`config.mk`:
```
export PLATFORM = sky130hd
export DESIGN_NAME = flash_host
export DESIGN_NICKNAME = d
export VERILOG_FILES = /design/src/rtl/flash_host.v /design/src/rtl/lock_seq_rom.v
export VERILOG_INCLUDE_DIRS = /design/src /design/src/rtl
export SDC_FILE = /design/constraint.sdc
export NUM_CORES = 1
export LEC_CHECK = 0
export BUFFER_PORTS_ARGS = -buffer_cell sky130_fd_sc_hd__buf_2
export CORE_UTILIZATION = 57
export CTS_CLUSTER_SIZE = 14
export DETAILED_ROUTE_END_ITERATION = 16
export GPL_TIMING_DRIVEN = 0
export HOLD_SLACK_MARGIN = 0.1
export PLACE_DENSITY_LB_ADDON = 0.25
export SLEW_MARGIN = 20
export SYNTH_ARGS = -nofsm -noshare
export SYNTH_HDL_FRONTEND = slang
export SYNTH_SLANG_ARGS = --single-unit
```
`constraint.sdc`:
```
create_clock -name clk -period 5.2 [get_ports clk]
set_input_delay 1.04 -clock clk [delete_from_list [all_inputs] [get_ports clk]]
set_output_delay 1.04 -clock clk [all_outputs]
set_load 0.01 [all_outputs]
```
`src/rtl/flash_host_defs.vh`:
```
`ifndef FLASH_HOST_DEFS_VH
`define FLASH_HOST_DEFS_VH
`define ADDR_W 19
`define DATA_W 8
`define CMD_SECTOR_SETUP 8'h20
`define CMD_SECTOR_EXEC 8'hD0
`define CMD_CHIP_SETUP 8'h30
`define CMD_CHIP_EXEC 8'h30
`define CMD_PROGRAM_SETUP 8'h10
`define CMD_RESET 8'hFF
`define OP_READ 3'h0
`define OP_PROGRAM 3'h1
`define OP_SECTOR_ERASE 3'h2
`define OP_CHIP_ERASE 3'h3
`define OP_ABORT 3'h4
`define OP_UNLOCK 3'h5
`define OP_LOCK 3'h6
`define SECTOR_LSB 8
`define POLL_BIT 7
`define TOGGLE_BIT 6
`define CLK_MHZ 25
`define T_SETUP_NS 80
`define T_SETUP_CYC ((`T_SETUP_NS * `CLK_MHZ + 999) / 1000)
`define T_SECTOR_MAX_US 4000
`define T_CHIP_MAX_US 20000
`define T_PROG_MAX_US 1000
`define SECTOR_MAX_CYC (`T_SECTOR_MAX_US * `CLK_MHZ)
`define CHIP_MAX_CYC (`T_CHIP_MAX_US * `CLK_MHZ)
`define PROG_MAX_CYC (`T_PROG_MAX_US * `CLK_MHZ)
`endif

```
`src/rtl/flash_host.v`:
```
`timescale 1ns/10ps
`include "flash_host_defs.vh"
module flash_host (
  clk,
  rst,
  op_valid,
  op_code,
  op_addr,
  op_data,
  op_ready,
  done,
  timeout,
  rd_data,
  locked,
  ce_n,
  oe_n,
  we_n,
  addr,
  dq_out,
  dq_in,
  dq_oe_n
);
  input wire clk;
  input wire rst;
  input wire op_valid;
  input wire [2:0] op_code;
  input wire [`ADDR_W-1:0] op_addr;
  input wire [`DATA_W-1:0] op_data;
  output wire op_ready;
  output reg done;
  output reg timeout;
  output reg [`DATA_W-1:0] rd_data;
  output reg locked;
  output reg ce_n;
  output reg oe_n;
  output reg we_n;
  output reg [`ADDR_W-1:0] addr;
  output reg [`DATA_W-1:0] dq_out;
  input wire [`DATA_W-1:0] dq_in;
  output reg dq_oe_n;

  localparam S_IDLE = 3'h0;
  localparam S_WSET = 3'h1;
  localparam S_WPULSE = 3'h2;
  localparam S_WHOLD = 3'h3;
  localparam S_RSET = 3'h4;
  localparam S_RPULSE = 3'h5;
  localparam S_RHOLD = 3'h6;
  localparam S_GAP = 3'h7;

  reg [2:0] state_reg;
  reg [2:0] op_reg;
  reg [`ADDR_W-1:0] taddr_reg;
  reg [`DATA_W-1:0] tdata_reg;
  reg [1:0] phase_reg;
  reg [2:0] seq_reg;
  reg [2:0] tcnt_reg;
  reg [24:0] wait_reg;
  reg [`DATA_W-1:0] last_reg;
  reg have_last_reg;
  reg polling_reg;
  wire [`ADDR_W-1:0] seq_addr;

  function [`DATA_W-1:0] cmd_of;
    input [2:0] op;
    input [1:0] ph;
    begin
      case (op)
        `OP_PROGRAM: cmd_of = `CMD_PROGRAM_SETUP;
        `OP_SECTOR_ERASE: cmd_of = (ph == 2'h0) ? `CMD_SECTOR_SETUP : `CMD_SECTOR_EXEC;
        `OP_CHIP_ERASE: cmd_of = (ph == 2'h0) ? `CMD_CHIP_SETUP : `CMD_CHIP_EXEC;
        default: cmd_of = `CMD_RESET;
      endcase
    end
  endfunction

  function [24:0] limit_of;
    input [2:0] op;
    begin
      case (op)
        `OP_SECTOR_ERASE: limit_of = 25'h00186A0;
        `OP_CHIP_ERASE: limit_of = 25'h007A120;
        default: limit_of = 25'h00061A8;
      endcase
    end
  endfunction

  lock_seq_rom seq_rom (
    .clk(clk),
    .rst(rst),
    .index(seq_reg),
    .lock(op_reg == `OP_LOCK),
    .addr_out(seq_addr)
  );

  assign op_ready = (state_reg == S_IDLE);
  wire is_seq = (op_reg == `OP_UNLOCK) || (op_reg == `OP_LOCK);
  // Two reads with same bit 6 and, for a program only, no complemented bit 7 means finished
  // The sampled byte is used, since the bus is already released in the hold cycle
  wire stable = have_last_reg && (last_reg[`TOGGLE_BIT] == rd_data[`TOGGLE_BIT]) &&
    ((op_reg != `OP_PROGRAM) || (rd_data[`POLL_BIT] == tdata_reg[`POLL_BIT]));

  always @(posedge clk or posedge rst) begin
    if (rst) begin
      state_reg <= S_IDLE;
      op_reg <= `OP_READ;
      taddr_reg <= 19'h00000;
      tdata_reg <= 8'h00;
      phase_reg <= 2'h0;
      seq_reg <= 3'h0;
      tcnt_reg <= 3'h0;
      wait_reg <= 25'h0000000;
      last_reg <= 8'h00;
      have_last_reg <= 1'b0;
      polling_reg <= 1'b0;
      done <= 1'b0;
      timeout <= 1'b0;
      rd_data <= 8'h00;
      locked <= 1'b1;
      ce_n <= 1'b1;
      oe_n <= 1'b1;
      we_n <= 1'b1;
      addr <= 19'h00000;
      dq_out <= 8'h00;
      dq_oe_n <= 1'b1;
    end else begin
      done <= 1'b0;
      timeout <= 1'b0;
      // Count every polling cycle so the limit is real time, not a number of reads
      if (polling_reg && state_reg != S_IDLE) begin
        wait_reg <= wait_reg + 25'h0000001;
      end
      case (state_reg)
        S_IDLE: begin
          ce_n <= 1'b1;
          oe_n <= 1'b1;
          we_n <= 1'b1;
          dq_oe_n <= 1'b1;
          if (op_valid) begin
            op_reg <= op_code;
            taddr_reg <= op_addr;
            tdata_reg <= op_data;
            phase_reg <= 2'h0;
            seq_reg <= 3'h0;
            have_last_reg <= 1'b0;
            polling_reg <= 1'b0;
            wait_reg <= 25'h0000000;
            tcnt_reg <= 3'h0;
            // Program and erase writes while locked would be ignored by the device, so refuse them here
            if ((op_code == `OP_PROGRAM || op_code == `OP_SECTOR_ERASE ||
                op_code == `OP_CHIP_ERASE) && locked) begin
              done <= 1'b1;
              timeout <= 1'b1;
            end else if (op_code == `OP_PROGRAM || op_code == `OP_SECTOR_ERASE ||
                op_code == `OP_CHIP_ERASE || op_code == `OP_ABORT) begin
              state_reg <= S_WSET;
            end else if (op_code <= `OP_LOCK) begin
              state_reg <= S_GAP;
            end else begin
              done <= 1'b1;
            end
          end
        end
        S_WSET: begin
          addr <= (op_reg == `OP_SECTOR_ERASE) ?
            {taddr_reg[`ADDR_W-1:`SECTOR_LSB], 8'h00} : taddr_reg;
          dq_out <= (op_reg == `OP_PROGRAM && phase_reg == 2'h1) ?
            tdata_reg : cmd_of(op_reg, phase_reg);
          dq_oe_n <= 1'b0;
          oe_n <= 1'b1;
          ce_n <= 1'b0;
          tcnt_reg <= 3'h0;
          state_reg <= S_WPULSE;
        end
        S_WPULSE: begin
          we_n <= 1'b0;
          tcnt_reg <= tcnt_reg + 3'h1;
          if (tcnt_reg == `T_SETUP_CYC) begin
            we_n <= 1'b1;
            tcnt_reg <= 3'h0;
            state_reg <= S_WHOLD;
          end
        end
        S_WHOLD: begin
          ce_n <= 1'b1;
          dq_oe_n <= 1'b1;
          if (op_reg == `OP_ABORT) begin
            done <= 1'b1;
            state_reg <= S_IDLE;
          end else if (phase_reg == 2'h0) begin
            phase_reg <= 2'h1;
            state_reg <= S_WSET;
          end else begin
            polling_reg <= 1'b1;
            state_reg <= S_GAP;
          end
        end
        S_GAP: begin
          if (!is_seq) begin
            addr <= taddr_reg;
          end
          state_reg <= S_RSET;
        end
        S_RSET: begin
          // The sequence table answers one clock after its index moves
          if (is_seq) begin
            addr <= seq_addr;
          end
          ce_n <= 1'b0;
          oe_n <= 1'b0;
          we_n <= 1'b1;
          dq_oe_n <= 1'b1;
          tcnt_reg <= 3'h0;
          state_reg <= S_RPULSE;
        end
        S_RPULSE: begin
          tcnt_reg <= tcnt_reg + 3'h1;
          if (tcnt_reg == `T_SETUP_CYC) begin
            rd_data <= dq_in;
            oe_n <= 1'b1;
            state_reg <= S_RHOLD;
          end
        end
        S_RHOLD: begin
          ce_n <= 1'b1;
          if (is_seq) begin
            if (seq_reg == 3'h6) begin
              locked <= (op_reg == `OP_LOCK);
              done <= 1'b1;
              state_reg <= S_IDLE;
            end else begin
              seq_reg <= seq_reg + 3'h1;
              state_reg <= S_GAP;
            end
          end else if (!polling_reg) begin
            done <= 1'b1;
            state_reg <= S_IDLE;
          end else if (stable) begin
            done <= 1'b1;
            state_reg <= S_IDLE;
          end else if (wait_reg >= limit_of(op_reg)) begin
            done <= 1'b1;
            timeout <= 1'b1;
            state_reg <= S_IDLE;
          end else begin
            last_reg <= rd_data;
            have_last_reg <= 1'b1;
            state_reg <= S_GAP;
          end
        end
        default: state_reg <= S_IDLE;
      endcase
    end
  end
endmodule

```
`src/rtl/lock_seq_rom.v`:
```
`timescale 1ns/10ps
`include "flash_host_defs.vh"
module lock_seq_rom (
  clk,
  rst,
  index,
  lock,
  addr_out
);
  input wire clk;
  input wire rst;
  input wire [2:0] index;
  input wire lock;
  output reg [`ADDR_W-1:0] addr_out;
  reg [`ADDR_W-1:0] addr_next;
  always @* begin
    case (index)
      3'h0: addr_next = 19'h01823;
      3'h1: addr_next = 19'h01820;
      3'h2: addr_next = 19'h01822;
      3'h3: addr_next = 19'h00418;
      3'h4: addr_next = 19'h0041B;
      3'h5: addr_next = 19'h00419;
      3'h6: addr_next = lock ? 19'h0040A : 19'h0041A;
      default: addr_next = 19'h00000;
    endcase
  end
  always @(posedge clk or posedge rst) begin
    if (rst) begin
      addr_out <= 19'h00000;
    end else begin
      addr_out <= addr_next;
    end
  end
endmodule

```
==> results.txt <==
DRC: 0
Clock Latency Late Sink: 0.52 ns
Yosys warnings: 0
Critical path peak fanout: 9
CP arrival: 3.56 ns
Setup Skew: 0.0104 ns
Leakage power: 0.00328 uW
Antenna cells: 0
Drt total wl: 13600 um
DIE AREA: 0.0100 mm^2
Reg clk slew, reported paths: 0.06 ns
Setup-failing EPs final: 0
CP dominant cell by count: nand2b_1
CTS Buf Count: 17
Final GP Congestion: 0.904
Vias per cell: 5.72
CP Depth: 12
Setup TNS: 0 ns
Max FFs per register: 25
Via count: 4763
Clock sink count: 115
Compound-Gate Fraction of Synth Area: 11.4%
IO Port Bufs: 83
Avg WL per Cell: 16.3 um
Slew at the pin closest to its max-slew limit: 0.895 ns
Startpoint types: register
Row cnt: 35
Status: finished, final reports clean
Synth cell types: 59
First-pass GRT wire length: 22600 um
WS Path Type: register to register
Initial antenna violation count: 0
Required @ worst endpoint: 5.56 ns
Min Tclk post-route: 3.21 ns
1st-iter DRT viols: 309
Post-CTS sizing: 0
Placed Area: 0.00610 mm^2
Worst Path Buf+Inv: 3
Worst vdd ir: 354 uV
Die Wd: 100 um
Dpl hpwl: 9230 um
Share of cells above drive strength 1: 19.6%
Final WS setup: 1.99 ns
Fin area: 0.00675 mm^2
Fmax: 312 MHz
Synth Flop Type: dfrtp_1
Post-placement worst setup slack: 2.18 ns
Vias in the first global route: 4628
RSZ-0062 raised after global routing: no
Root Driver: clkbuf_8
Min-delay worst type: register to register
CP delay by family, top: simple AND/OR/NAND/NOR gates
Postcts setup bufs: 0
Critical Path Max Stage Delay: 0.46 ns
Slowest cell on the critical path: o32ai_1
Max-Cap Viols: 0
Largest net degree at the start of global routing: 66
Fillers: 657
Global router's overall resource usage: 29.2%
CTS tree: built
Hold Path Origin: addr[7]
Boundary pin count: 84
Hold path cells: 2
Synth Cell Area: 0.00549 mm^2
Max clock buf depth: 2
Final Hold Viols: 0
Mapped Cells: 588
Largest family of logic cells by synthesized area: simple AND/OR/NAND/NOR gates
Reg2reg start: op_reg[1]
Post-Synth Adder-Cell Area: 3.65%
Simple-Gate Fraction of Synth Area: 23.1%
Post-synthesis mux area share: 2.49%
Pwr Density: 620 mW/mm^2
Critical path startpoint: op_reg[1]
Seq cells post-synth: 115
Remaining global-route overflow: 0
Nets: 748
Most frequent cells in the layout: nand2_1, dfrtp_1, buf_2
Commonest non-fill, non-tap cell in the layout: nand2_1
Syn_area_per_cell: 9.33 um^2
Critical Path Sink Type: register
Ys async rst share: 100%
Syn nets: 645
Core ar.: 0.00928 mm^2
Hold_buf cts: 0
Slew Limit Fails: 0
Die Y-Extent: 100 um
DR pass1 iterations: 5
Sequential share of the synthesized area: 52.6%
Initial Utilization: 59.1%
Post-Synth XOR/XNOR Area: 3.99%
Worst-case reg-to-reg path depth: 12
Fin crit share: 61.7%
H-tree levels: 4
Number of synthesized flops with an enable pin: 0
Crit-path cells: buf_4 > nand2b_1 > inv_2 > nand2b_1 > inv_1 > ha_1 > nand4b_1 > nor4_1 > nand3_1 > o21ai_0 > nor3_1 > o32ai_1
Slew Limit Headroom: 40.3%
Area growth syn-to-layout: 23.0%
DRT antenna net count: 0
tightest hold or removal path, delay by kind of cell, from the launching register on:
family | cells | cell delay, ns
flops | 1 | 0.33
simple gates | 2 | 0.10
per-stage QoR:
step	instances	utilization [%]	hold WS [ns]	power (uW)
after CTS	833	72.7	0.465	4180
after floorplan	588	-	0.445	2420
after global placement	800	65.3	0.446	2800
final	833	72.7	0.461	4180
after detailed placement	801	65.7	0.451	2880
after global routing	833	72.7	0.493	4430
final timing paths:
| kind | endpoint | slack (ns) |
|---|---|---|
| setup reg to reg | done | 1.99 |
| setup / recovery | done | 1.99 |
| max in group asynchronous | locked | 3.95 |
| min in group asynchronous | tcnt_reg[2] | 0.56 |
| hold / removal | addr[7] | 0.46 |
| hold reg to reg | addr[7] | 0.46 |
layout make-up:
type | count | area, um^2 | share of cell area, %
tap | 129 | 161 | 2.39
inverter | 16 | 65.1 | 0.965
clock buffer | 18 | 418 | 6.20
multi-input combinational | 433 | 2450 | 36.3
buffer | 24 | 95.1 | 1.41
timing repair buffer | 84 | 443 | 6.57
sequential | 115 | 2880 | 42.8
clock inverter | 14 | 228 | 3.38
cells by family (layout without fill, tap and decap cells):
logic type,Yosys count,in the layout
compound gates,97,97
flops,115,115
simple gates,283,283
buf+inv,40,156
mux,12,12
xor+xnor,25,25
fa+ha+maj,16,16
cell usage after synthesis (all sizes together), types with 2 or more instances:
cell type | number | area [um^2]
o311ai | 2 | 17.5
a221oi | 5 | 50.0
nor4 | 4 | 31.3
o31ai | 3 | 22.5
nand3 | 17 | 85.1
and3 | 5 | 31.3
o22ai | 5 | 31.3
dfrtp | 110 | 2750
nor3 | 8 | 40.0
mux2i | 2 | 20.0
o32ai | 2 | 17.5
a22o | 8 | 70.1
or2 | 5 | 31.3
a31oi | 5 | 31.3
xor2 | 14 | 123
o21ai | 17 | 85.1
clkbuf | 18 | 67.6
dfstp | 5 | 131
nand4 | 7 | 43.8
o21a | 3 | 22.5
nor2 | 63 | 236
nand2b | 7 | 43.8
or3 | 4 | 30.0
mux2 | 10 | 116
inv | 16 | 60.1
xnor2 | 11 | 96.3
a2bb2oi | 3 | 26.3
ha | 16 | 200
nor3b | 6 | 45.0
and4 | 2 | 17.5
buf | 6 | 27.5
nand2 | 140 | 526
nor2b | 9 | 56.3
a21oi | 36 | 180
per-layer routing:
| metal | routed length, um | share of wire, % | GRT usage [%] | up-vias |
|---|---|---|---|---|
| li1 | - | - | - | 2213 |
| met4 | 297 | 2.2 | 12.2 | 0 |
| met1 | 5760 | 42 | 38.7 | 2358 |
| met2 | 6810 | 50 | 47.2 | 163 |
| met5 | 0 | 0 | 0 | - |
| met3 | 739 | 5.4 | 6.13 | 29 |
power breakdown:
part | leakage [uW] | switching, uW | internal [uW] | total (uW)
Combinational | 0.00153 | 921 | 567 | 1490
Sequential | 0.00144 | 200 | 1230 | 1430
Clock | 0.000304 | 430 | 833 | 1260
Total | 0.00328 | 1550 | 2630 | 4180
Power figures use the tool's default switching activity.
